===== config.mk =====
export PLATFORM = sky130hd
export DESIGN_NAME = fcpwm_top
export DESIGN_NICKNAME = d
export VERILOG_FILES = /design/src/hdl/fcpwm_pkg.sv /design/src/hdl/fcpwm_top.sv
export SDC_FILE = /design/constraint.sdc
export NUM_CORES = 1
export LEC_CHECK = 0
export BUFFER_PORTS_ARGS = -buffer_cell sky130_fd_sc_hd__buf_2
export CAP_MARGIN = 20
export CORE_ASPECT_RATIO = 0.5
export CORE_MARGIN = 4
export CORE_UTILIZATION = 50
export CTS_CLUSTER_DIAMETER = 80
export DETAILED_ROUTE_END_ITERATION = 12
export GPL_TIMING_DRIVEN = 1
export PLACE_DENSITY = 0.62
export SLEW_MARGIN = 20
export SYNTH_ARGS = -nofsm -noshare
export SYNTH_HDL_FRONTEND = slang
export SYNTH_SLANG_ARGS = --single-unit
export TNS_END_PERCENT = 20

===== constraint.sdc =====
create_clock -name aclk -period 5.1 [get_ports aclk]
set_input_delay 0.51 -clock aclk [delete_from_list [all_inputs] [get_ports aclk]]
set_output_delay 0.51 -clock aclk [all_outputs]
set_load 0.01 [all_outputs]

===== src/hdl/fcpwm_pkg.sv =====
/*
 * package for the four-channel wave generator: register offsets, field
 * positions, reset values and clock-select codes.
 * assumes a 32-bit AXI4-Lite register bus with word-aligned registers.
 */
package fcpwm_pkg;
   localparam int NUM_CH = 4;
   localparam int CNT_W  = 16;
   localparam int NUM_PRE = 11;

   // common registers, byte addresses
   localparam logic [11:0] OFS_GEN_MODE   = 12'h000;
   localparam logic [11:0] OFS_ENABLE     = 12'h004;
   localparam logic [11:0] OFS_DISABLE    = 12'h008;
   localparam logic [11:0] OFS_CH_STATUS  = 12'h00C;
   localparam logic [11:0] OFS_IRQ_EN     = 12'h010;
   localparam logic [11:0] OFS_IRQ_DIS    = 12'h014;
   localparam logic [11:0] OFS_IRQ_MASK   = 12'h018;
   localparam logic [11:0] OFS_PER_STATUS = 12'h01C;
   // per-channel block
   localparam logic [11:0] OFS_CH_BASE    = 12'h200;
   localparam int          CH_STRIDE_LSB  = 5;
   localparam logic [4:0]  OFS_CH_MODE    = 5'h00;
   localparam logic [4:0]  OFS_CH_DUTY    = 5'h04;
   localparam logic [4:0]  OFS_CH_PERIOD  = 5'h08;
   localparam logic [4:0]  OFS_CH_COUNT   = 5'h0C;
   localparam logic [4:0]  OFS_CH_UPDATE  = 5'h10;

   // generator mode field positions
   localparam int GM_DIVIDER_A_FACTOR_LSB = 0;
   localparam int GM_DIVIDER_A_SOURCE_SEL_LSB = 8;
   localparam int GM_DIVIDER_B_FACTOR_LSB = 16;
   localparam int GM_DIVIDER_B_SOURCE_SEL_LSB = 24;
   // channel mode field positions
   localparam int CM_SEL_LSB = 0;
   localparam int CM_ALG_BIT = 8;
   localparam int CM_POL_BIT = 9;
   localparam int CM_UPD_BIT = 10;

   // clock select codes above the prescaler taps
   localparam logic [3:0] CLK_SEL_A = 4'hB;
   localparam logic [3:0] CLK_SEL_B = 4'hC;

   // reset values
   localparam logic [31:0] RST_GEN_MODE = 32'h00000000;
   localparam logic [10:0] RST_CH_MODE  = 11'h000;
   localparam logic [15:0] RST_COUNT    = 16'h0000;

   localparam logic [1:0] RESP_OKAY   = 2'b00;
   localparam logic [1:0] RESP_SLVERR = 2'b10;

   typedef enum logic [1:0] {
      FCPWM_UP   = 2'b01,
      FCPWM_DOWN = 2'b10
   } fcpwm_dir_t;
endpackage : fcpwm_pkg


===== src/hdl/fcpwm_top.sv =====
/*
 * four-channel pulse width generator with AXI4-Lite register slave.
 * assumes one clock aclk and a synchronous active-low reset; slower
 * channel clocks are one-cycle enables; outputs go to a pin mux.
 */
// Added by the designer: the placing of the registers and register access over AXI4-Lite.
// Summary of operation
// - four channels, one waveform output each
// - each channel owns a 16-bit counter
// - prescaler gives master clock divided 1..1024
// - two linear dividers, thirteen clocks total
// - divider input chosen by its own select
// - select and factor reset zero; zero stops
// - all prescaler taps run at reset, dividers stopped
// - per-channel clock select, reset zero
// - counter direction from mode and compares
// - comparator derives output level from config
// - period or duty double-buffered per channel
// - one enable write starts channels together
// - enable and disable per channel independently
// - left or center alignment per channel
// - polarity sets level at period start
// - period value per channel, independent
// - left period is period times prescale
// - registers readable with clock stopped
// - writable with clock stopped; duty, period, mode except update select only while channel disabled
// - clock stop resumes exact previous state
// - all access through bus slave, level irq
// - center counts up then down; left restarts
// - update value loads at period end
// - period end sets flag, read clears
// - default polarity starts period low
`timescale 1ns/10ps
`default_nettype none
module fcpwm_top
   import fcpwm_pkg::*;
#(
   parameter int N_CH = fcpwm_pkg::NUM_CH     // channel count
) (
   input  wire logic              aclk,        // master clock
   input  wire logic              aresetn,     // sync reset, low
   input  wire logic [11:0]       s_awaddr,    // write address
   input  wire logic              s_awvalid,   // write address valid
   output logic                   s_awready,   // write address ready
   input  wire logic [31:0]       s_wdata,     // write data
   input  wire logic [3:0]        s_wstrb,     // byte enables
   input  wire logic              s_wvalid,    // write data valid
   output logic                   s_wready,    // write data ready
   output logic [1:0]             s_bresp,     // write response
   output logic                   s_bvalid,    // write response valid
   input  wire logic              s_bready,    // write response ready
   input  wire logic [11:0]       s_araddr,    // read address
   input  wire logic              s_arvalid,   // read address valid
   output logic                   s_arready,   // read address ready
   output logic [31:0]            s_rdata,     // read data
   output logic [1:0]             s_rresp,     // read response
   output logic                   s_rvalid,    // read data valid
   input  wire logic              s_rready,    // read data ready
   output logic                   irq,         // level interrupt
   output logic [N_CH-1:0]        wave_out_n   // channel waveforms
);
   import fcpwm_pkg::*;

   // apply byte enables to an old word
   function automatic logic [31:0] merge(input logic [31:0] old, input logic [31:0] nw,
                                         input logic [3:0] be);
      for (int i = 0; i < 4; i++) begin
         if (be[i]) begin
            old[8*i +: 8] = nw[8*i +: 8];
         end
      end
      return old;
   endfunction : merge

   // state
   logic [31:0]            generator_mode_reg;
   logic [N_CH-1:0]        ch_enabled;
   logic [N_CH-1:0]        irq_mask;
   logic [N_CH-1:0]        period_status_reg;
   logic [10:0]            channel_mode_reg [N_CH];
   logic [CNT_W-1:0]       duty_value       [N_CH];
   logic [CNT_W-1:0]       period_value     [N_CH];
   logic [CNT_W-1:0]       update_value     [N_CH];
   logic [N_CH-1:0]        upd_pending;
   logic [CNT_W-1:0]       count            [N_CH];
   fcpwm_dir_t             dir              [N_CH];
   logic [9:0]             pre_cnt;
   logic [7:0]             div_a_cnt, div_b_cnt;
   logic                   divided_clock_a, divided_clock_b;

   // generator fields
   wire [7:0] divider_a_factor     = generator_mode_reg[GM_DIVIDER_A_FACTOR_LSB +: 8];
   wire [3:0] divider_a_source_sel = generator_mode_reg[GM_DIVIDER_A_SOURCE_SEL_LSB +: 4];
   wire [7:0] divider_b_factor     = generator_mode_reg[GM_DIVIDER_B_FACTOR_LSB +: 8];
   wire [3:0] divider_b_source_sel = generator_mode_reg[GM_DIVIDER_B_SOURCE_SEL_LSB +: 4];

   // prescaler taps: tap k pulses once every 2**k cycles
   wire [NUM_PRE-1:0] pre_tick;
   assign pre_tick[0] = 1'b1;
   genvar gk;
   generate
      for (gk = 1; gk < NUM_PRE; gk++) begin : g_tap
         assign pre_tick[gk] = (pre_cnt[gk-1:0] == '1);
      end
   endgenerate

   // linear divider source taps
   wire src_a = (divider_a_source_sel < 4'(NUM_PRE)) ? pre_tick[divider_a_source_sel] : 1'b0;
   wire src_b = (divider_b_source_sel < 4'(NUM_PRE)) ? pre_tick[divider_b_source_sel] : 1'b0;
   wire tick_a = src_a && (divider_a_factor != 8'h00)
                 && (div_a_cnt >= divider_a_factor - 8'h01);
   wire tick_b = src_b && (divider_b_factor != 8'h00)
                 && (div_b_cnt >= divider_b_factor - 8'h01);

   // prescaler counter and dividers
   always_ff @(posedge aclk) begin
      if (!aresetn) begin
         pre_cnt <= '0;
         div_a_cnt <= 8'h00;
         div_b_cnt <= 8'h00;
         divided_clock_a <= 1'b0;
         divided_clock_b <= 1'b0;
      end else begin
         pre_cnt <= pre_cnt + 10'h001;
         // a factor lowered below the count restarts at the next tick
         if (src_a) begin
            div_a_cnt <= tick_a ? 8'h00 : div_a_cnt + 8'h01;
         end
         if (src_b) begin
            div_b_cnt <= tick_b ? 8'h00 : div_b_cnt + 8'h01;
         end
         divided_clock_a <= tick_a;
         divided_clock_b <= tick_b;
      end
   end

   // bus handshake
   logic aw_got, w_got;
   logic [11:0] aw_addr_q;
   logic [31:0] w_data_q;
   logic [3:0]  w_strb_q;
   wire do_write = aw_got && w_got && !s_bvalid;
   wire [11:0] wa = aw_addr_q;
   wire [11:0] ra = s_araddr;
   wire do_read = s_arvalid && s_arready;

   // per-channel address decode
   function automatic logic ch_hit(input logic [11:0] a, input int c, input logic [4:0] o);
      return (a[11:9] == 3'b001) && (a[8:5] == 4'(c)) && (a[4:0] == o);
   endfunction : ch_hit

   wire wr_gen = do_write && (wa == OFS_GEN_MODE);
   wire wr_ena = do_write && (wa == OFS_ENABLE);
   wire wr_dis = do_write && (wa == OFS_DISABLE);
   wire wr_ien = do_write && (wa == OFS_IRQ_EN);
   wire wr_idi = do_write && (wa == OFS_IRQ_DIS);
   wire rd_psr = do_read && (ra == OFS_PER_STATUS);

   // channel logic
   wire [N_CH-1:0] period_end;
   generate
      for (gk = 0; gk < N_CH; gk++) begin : g_ch
         wire [3:0] channel_clock_sel = channel_mode_reg[gk][CM_SEL_LSB +: 4];
         wire alignment_sel     = channel_mode_reg[gk][CM_ALG_BIT];
         wire output_polarity   = channel_mode_reg[gk][CM_POL_BIT];
         wire update_target_sel = channel_mode_reg[gk][CM_UPD_BIT];
         // clock selection
         wire ce = (channel_clock_sel < 4'(NUM_PRE)) ? pre_tick[channel_clock_sel] :
                   (channel_clock_sel == CLK_SEL_A) ? divided_clock_a :
                   (channel_clock_sel == CLK_SEL_B) ? divided_clock_b : 1'b0;
         wire step = ch_enabled[gk] && ce;
         // end of period: left at top, center at zero on the way down
         wire at_top = (count[gk] >= period_value[gk] - 16'h0001);   // period_value steps
         wire at_end = alignment_sel ? (dir[gk] == FCPWM_DOWN && count[gk] <= 16'h0001)
                                     : at_top;
         assign period_end[gk] = step && at_end;
         wire mode_wr = do_write && ch_hit(wa, gk, OFS_CH_MODE);
         wire duty_wr = do_write && ch_hit(wa, gk, OFS_CH_DUTY);
         wire per_wr  = do_write && ch_hit(wa, gk, OFS_CH_PERIOD);
         wire upd_wr  = do_write && ch_hit(wa, gk, OFS_CH_UPDATE);
         // level: start level below period minus duty, opposite once reached
         wire below = (count[gk] < (period_value[gk] - duty_value[gk]));
         wire level = below ? output_polarity : ~output_polarity;

         always_ff @(posedge aclk) begin
            if (!aresetn) begin
               channel_mode_reg[gk] <= RST_CH_MODE;
               duty_value[gk] <= RST_COUNT;
               period_value[gk] <= RST_COUNT;
               update_value[gk] <= RST_COUNT;
               upd_pending[gk] <= 1'b0;
               count[gk] <= RST_COUNT;
               dir[gk] <= FCPWM_UP;
               wave_out_n[gk] <= 1'b0;
            end else begin
               // polarity and alignment only while disabled
               if (mode_wr && !ch_enabled[gk]) begin
                  channel_mode_reg[gk] <= 11'(merge(32'(channel_mode_reg[gk]), w_data_q,
                                                    w_strb_q));
               end else if (mode_wr) begin
                  channel_mode_reg[gk][CM_UPD_BIT] <= w_data_q[CM_UPD_BIT];
               end
               if (duty_wr && !ch_enabled[gk]) duty_value[gk] <= w_data_q[15:0];
               if (per_wr && !ch_enabled[gk]) period_value[gk] <= w_data_q[15:0];
               // buffered update, taken at period end
               if (upd_wr) begin
                  update_value[gk] <= w_data_q[15:0];
                  upd_pending[gk] <= 1'b1;
               end else if (period_end[gk] && upd_pending[gk]) begin
                  upd_pending[gk] <= 1'b0;
               end
               if (period_end[gk] && upd_pending[gk]) begin
                  if (update_target_sel) period_value[gk] <= update_value[gk];
                  else duty_value[gk] <= update_value[gk];
               end
               // counter: holds while not stepped; clock gaps resume where stopped, enabling from idle restarts at zero
               if (wr_ena && w_data_q[gk] && !ch_enabled[gk]) begin
                  count[gk] <= RST_COUNT;
                  dir[gk] <= FCPWM_UP;
               end else if (step) begin
                  if (!alignment_sel) begin
                     count[gk] <= at_top ? RST_COUNT : count[gk] + 16'h0001;
                  end else if (dir[gk] == FCPWM_UP) begin
                     if (count[gk] + 16'h0001 >= period_value[gk]) dir[gk] <= FCPWM_DOWN;
                     count[gk] <= count[gk] + 16'h0001;
                  end else begin
                     if (count[gk] <= 16'h0001) dir[gk] <= FCPWM_UP;
                     count[gk] <= count[gk] - 16'h0001;
                  end
               end
               wave_out_n[gk] <= ch_enabled[gk] ? level : output_polarity;
            end
         end
      end
   endgenerate

   // common registers, write side
   always_ff @(posedge aclk) begin
      if (!aresetn) begin
         generator_mode_reg <= RST_GEN_MODE;
         ch_enabled <= '0;
         irq_mask <= '0;
         period_status_reg <= '0;
      end else begin
         if (wr_gen) generator_mode_reg <= merge(generator_mode_reg, w_data_q, w_strb_q);
         ch_enabled <= (ch_enabled | (wr_ena ? w_data_q[N_CH-1:0] : '0))
                       & ~(wr_dis ? w_data_q[N_CH-1:0] : '0);
         irq_mask <= (irq_mask | (wr_ien ? w_data_q[N_CH-1:0] : '0))
                     & ~(wr_idi ? w_data_q[N_CH-1:0] : '0);
         // new period end wins over the read clear
         period_status_reg <= (rd_psr ? '0 : period_status_reg) | period_end;
      end
   end

   // read mux; enable, disable, irq enable and irq disable read as zero
   logic [31:0] rmux;
   always_comb begin
      rmux = 32'h00000000;
      case (ra)
         OFS_GEN_MODE:   rmux = generator_mode_reg;
         OFS_CH_STATUS:  rmux = 32'(ch_enabled);
         OFS_IRQ_MASK:   rmux = 32'(irq_mask);
         OFS_PER_STATUS: rmux = 32'(period_status_reg);
         default: begin
            for (int c = 0; c < N_CH; c++) begin
               if (ch_hit(ra, c, OFS_CH_MODE))   rmux = 32'(channel_mode_reg[c]);
               if (ch_hit(ra, c, OFS_CH_DUTY))   rmux = 32'(duty_value[c]);
               if (ch_hit(ra, c, OFS_CH_PERIOD)) rmux = 32'(period_value[c]);
               if (ch_hit(ra, c, OFS_CH_COUNT))  rmux = 32'(count[c]);
               if (ch_hit(ra, c, OFS_CH_UPDATE)) rmux = 32'(update_value[c]);
            end
         end
      endcase
   end

   // AXI4-Lite slave channels
   always_ff @(posedge aclk) begin
      if (!aresetn) begin
         aw_got <= 1'b0;
         w_got <= 1'b0;
         aw_addr_q <= 12'h000;
         w_data_q <= 32'h00000000;
         w_strb_q <= 4'h0;
         s_awready <= 1'b0;
         s_wready <= 1'b0;
         s_bvalid <= 1'b0;
         s_bresp <= RESP_OKAY;
         s_arready <= 1'b0;
         s_rvalid <= 1'b0;
         s_rdata <= 32'h00000000;
         s_rresp <= RESP_OKAY;
         irq <= 1'b0;
      end else begin
         s_awready <= !aw_got && !s_awready && !s_bvalid;
         s_wready <= !w_got && !s_wready && !s_bvalid;
         if (s_awvalid && s_awready) begin
            aw_got <= 1'b1;
            aw_addr_q <= {s_awaddr[11:2], 2'b00};
         end
         if (s_wvalid && s_wready) begin
            w_got <= 1'b1;
            w_data_q <= s_wdata;
            w_strb_q <= s_wstrb;
         end
         if (do_write) begin
            aw_got <= 1'b0;
            w_got <= 1'b0;
            s_bvalid <= 1'b1;
            s_bresp <= RESP_OKAY;
         end else if (s_bvalid && s_bready) begin
            s_bvalid <= 1'b0;
         end
         s_arready <= !s_arready && !s_rvalid && s_arvalid;
         if (do_read) begin
            s_rvalid <= 1'b1;
            s_rdata <= rmux;
            s_rresp <= RESP_OKAY;
         end else if (s_rvalid && s_rready) begin
            s_rvalid <= 1'b0;
         end
         irq <= |(period_status_reg & irq_mask);
      end
   end
endmodule : fcpwm_top
`default_nettype wire


==> Word-level counts from Yosys, hierarchy flattened <==
Memory sizes are Yosys's and may differ from the RTL's.
Index checks and enable logic that the tools add are counted.
{ "totals": {"register_bits": 166, "ram_bits": 308, "in_bits": 67, "out_inout_bits": 46, "elab_cells": 750, "mem_count": 6} }
{ "mem_list": {"columns": ["name", "depth", "word_bits", "read_ports", "rd_ports_with_merged_regs", "write_ports", "line", "source"], "rows": [
  ["count", 4, 16, 4, 0, 4, "fcpwm_top.sv:85", "logic [CNT_W-1:0] count [N_CH];"],
  ["duty_value", 4, 16, 4, 0, 4, "fcpwm_top.sv:81", "logic [CNT_W-1:0] duty_value [N_CH];"],
  ["period_value", 4, 16, 4, 0, 4, "fcpwm_top.sv:82", "logic [CNT_W-1:0] period_value [N_CH];"],
  ["update_value", 4, 16, 4, 0, 4, "fcpwm_top.sv:83", "logic [CNT_W-1:0] update_value [N_CH];"],
  ["channel_mode_reg", 4, 11, 4, 0, 4, "fcpwm_top.sv:80", "logic [10:0] channel_mode_reg [N_CH];"],
  ["dir", 4, 2, 4, 0, 4, "fcpwm_top.sv:86", "fcpwm_dir_t dir [N_CH];"]
]} }
{ "op_classes": {"add_sub_neg": 21, "magnitude_cmp": 30, "eq_ne": 47, "mux": 395, "bitwise_logic": 69, "n_reduce_logical": 150} }
{ "ops": {"columns": ["operator", "count"], "rows": [
  ["$mux W16", 40],
  ["$mux W32", 19],
  ["$mux W1", 281],
  ["$ge A16 B16 Y1", 8],
  ["$pmux W32 S4", 1],
  ["$sub A16 B1 Y16 const B", 8],
  ["$logic_and A1 B1 Y1", 119],
  ["$mux W8", 14],
  ["$add A16 B1 Y16 const B", 4],
  ["$le A16 B1 Y1 const B", 4],
  ["$lt A16 B16 Y1", 4],
  ["$sub A16 B16 Y16", 4],
  ["$or A1 B1 Y1", 56],
  ["$mux W11", 5],
  ["$eq A4 B4 Y1 const B", 9],
  ["$mux W3", 12],
  ["$lt A4 B5 Y1 const B", 6],
  ["$bmux W1 S4", 6],
  ["$eq A12 B5 Y1 const B", 2],
  ["$logic_not A12 Y1", 2],
  ["$lt A4 B4 Y1 const B", 6],
  ["$mux W2", 12],
  ["$eq A10 B3 Y1 const B", 2],
  ["$mux W4", 5],
  ["other kinds (34)", 83]
]} }

==> Logic depth before layout (Yosys ltp) <==
{ "logic_depth": {"ltp_word": 24, "ltp_mapped": 20, "ltp_nobuf": 20} }

==> Worst setup path after synthesis <==
No wires, ideal clock.
{ "synth_path": {"path_type": "register to register", "from": "memory period_value[0][1]", "to": "memory period_value[0][0] (enable)", "setup_time_ns": 0.452, "t_arrival_ns": 3.670, "required_time_ns": 4.648, "setup_slack_ns": 0.977, "path_stages_with_launch": 16, "n_path_buf": 0, "synth_period_minus_slack_ns": 4.123, "path_cell_list": "edfxtp_1 -> inv_1 -> ha_1 -> and3_1 -> nand2_1 -> nor4_1 -> nand2_1 -> xnor2_1 -> ha_1 -> nand3_1 -> o22ai_1 -> a2111oi_0 -> a21oi_1 -> o221a_2 -> o21ai_2 -> o221ai_1"} }
{ "synth_rtl": {"columns": ["element", "line"], "rows": [
  ["from (decl)", "fcpwm_top.sv:82"]
]} }

==> impl_metrics.tcl <==
set metrics [dict create \
    cp.arrival_ns 4.97 \
    synth_area_leaders "edfxtp_1 27%, ha_1 11%, dfxtp_1 9.9%, nand2_1 4.2%, a21oi_1 3.8%" \
    worstRegToRegCells 15 \
    criticalPathCategory "flop to flop" \
    cellPowerDensity_nw_per_um2 255.1 \
    post-dp-hpwl_mm 84.58 \
    synth-edff-count 308 \
    nets 4102 \
    synth-seq-area-share_pct 37.28 \
    path_clk_slew_ns 0.07 \
    ant_nets 0 \
    grt_pass1_wl_mm 170.7 \
    clock_path_buffers 3 \
    syn_area_per_cell_um2 9.079 \
    yosys_warnings 0 \
    rows 66 \
    core_um2 65900 \
    ff_latch_area_um2 12570 \
    place_inst 4576 \
    cap_violations 0 \
    p_leak_nw 14.35 \
    drtIter0Drc 4064 \
    grt_max_degree 86 \
    period_share_pct 91.62 \
    crit-reg2reg-launch "period_value[2][2]" \
    hold-path-endpoint "aw_addr_q[8]" \
    cts.htree.levels 2 \
    synth_ff_type "edfxtp_1" \
    avgViaCountPerCell 6.408 \
    max_freq_mhz 214.0 \
    slew_violations 0 \
    die_y_um 191.6 \
    peakVddDrop_mv 0.2352 \
    r2r_slack_ns 0.43 \
    gp_congestion 0.9920 \
    io_pins 113 \
    start_kind "flop" \
    dieArea_um2 71910 \
    grt_overflow 0 \
    hp-class "input port to flop" \
    fin_crit_ns 4.672 \
    antenna_found_initial 7 \
    num-fill-cells 5951 \
    netlist_area_um2 33720 \
    firstDrtPassIters 5 \
    cts.sinks 474 \
    status "complete, no violations" \
    syn_inst 3714 \
    critical_path.endpoint_type "flop" \
    ys_async_sr_fraction_pct 0 \
    synth_common_cells "376 x nand2_1, 308 x edfxtp_1, 290 x ha_1, 253 x a21oi_1, 224 x nor2_1" \
    hold_start "s_awaddr[8]" \
    cts_tree "yes" \
    setup-violations-final 0 \
    multi_input_area_um2 19510 \
    fin_skew_ns 0.04085 \
    drive_above_1_share_pct 9.817 \
    synthDistinctLibCells 100 \
    root_buffer "clkbuf_16" \
    hold_depth 3 \
    clock_latency_ns 0.63 \
    grt_use_total_pct 30.80 \
    wl_per_cell_um 24.37 \
    drc_errors 0 \
    worstPathMaxFanout 17 \
    tightestPinTransition_ns 1.244 \
    final-hold-violation-count 0 \
    syn_to_final_growth_pct 9.150 \
    start_util_pct 51.17 \
    port_buffers 106 \
    yosys.area.top_type_share_pct 27.43 \
    setup_tns_ns 0 \
    power.total_w 0.009389 \
    synth_top_cell_by_area "edfxtp_1" \
    route.vias.total 29879 \
    relSlewSlack_pct 16.96 \
    worstPathRequired_ns 5.39 \
    grt_pass1_vias 27896 \
    fin_cells 4663 \
    yosysMostFrequentCell "nand2_1" \
    routed_wirelength_mm 113.6 \
    cts_made_buffers 46 \
    diodes 0 \
    synth-seq-cells 474 \
    rsz0062_at_grt "no" \
    timing.rr.end "duty_value[2][11]" \
    die_w_um 375.3 \
]
==> layout by cell type (no fill, tap or decap), types with 90 or more instances in the layout <==
cell type / netlist / routed
nand2_1: 376 / 376
edfxtp_1: 308 / 308
ha_1: 290 / 290
a21oi_1: 253 / 253
nor2_1: 224 / 221
inv_1: 193 / 192
o21ai_0: 168 / 165
dfxtp_1: 166 / 164
nand3_1: 143 / 143
xnor2_1: 126 / 126
a22o_1: 126 / 126
and2_1: 117 / 117
buf_2: 30 / 105
buf_4: 14 / 94
nor3_1: 92 / 90
xor2_1: 90 / 90
==> critical path, stage by stage, from the launching register on <==
cell and delay [ns]:
edfxtp_1 0.50, nor3_1 0.37, nand2_1 0.14, nor4_2 0.29
nand2_1 0.18, nor3_1 0.20, xnor2_1 0.10, ha_1 0.29
o21a_1 0.10, o21a_1 0.13, nand2_1 0.05, o21ai_0 0.55
nand3_2 0.36, nor3_4 0.65, or3_1 0.20, buf_4 0.24
==> layer usage <==
metal,up-vias,global-route usage (%),part of all wire [%]
met5,-,0,0.018
met4,4,9.340,3.4
met3,220,6.153,11
met2,1479,45.11,41
met1,14376,45.75,45
li1,13800,-,-
==> how the worst max path moves through the flow <==
stage                    endpoint  cells past startpoint  slack (ns)                from
2_1_floorplan  period_value[0][0]                     15        0.98  period_value[0][1]
3_3_place_gp     duty_value[1][1]                     15        0.42  period_value[1][2]
3_5_place_dp     duty_value[2][7]                     15        0.38  period_value[2][2]
4_1_cts         duty_value[2][10]                     15        0.37  period_value[2][2]
5_1_grt          duty_value[2][8]                     15        0.11  period_value[2][2]
6_report        duty_value[2][11]                     15        0.43  period_value[2][2]
==> kinds of logic after synthesis <==
logic type	synth area share, %
other	0.01112
buffers and inverters	5.009
and+or+nand+nor	19.59
adders and majority gates	11.00
xor gates and xnor gates	5.610
muxes	1.299
DFF	37.28
AOI/OAI and AO/OA	20.20
==> timing repair <==
action | 4_1_cts | 5_1_grt
setup endpoints to repair | 0 | 47
setup buffers | 0 | 1
hold buffers | 0 | 0
gates resized for setup | 0 | 2
==> cell type report <==
class	count	share of cell area, %
clock buffers	55	3.328
clock inverters	31	1.074
inverters	193	1.975
multi-input cells	2825	53.01
flip-flops and latches	474	34.16
well taps	884	3.005
repair buffers	201	3.440
==> metrics by stage <==
step                hold WS (ns)  instance area (um2)  worst slack [ns]  util, %
floorplan                 0.4225                33730            0.9774        -
global placement          0.4344                35150            0.4181    53.33
detailed placement        0.4414                35170            0.3770    53.36
CTS                      0.09380                36790            0.3663    55.82
global route              0.1039                36810            0.1095    55.85
finish                    0.1061                36810            0.4275    55.85
==> power breakdown <==
group | internal, W | switching, W | leakage [nW]
Combinational | 0.000473 | 0.000693 | 9.06
Sequential | 0.00421 | 0.000248 | 4.51
Clock | 0.00206 | 0.00171 | 0.779
Power figures use the tool's default switching activity.
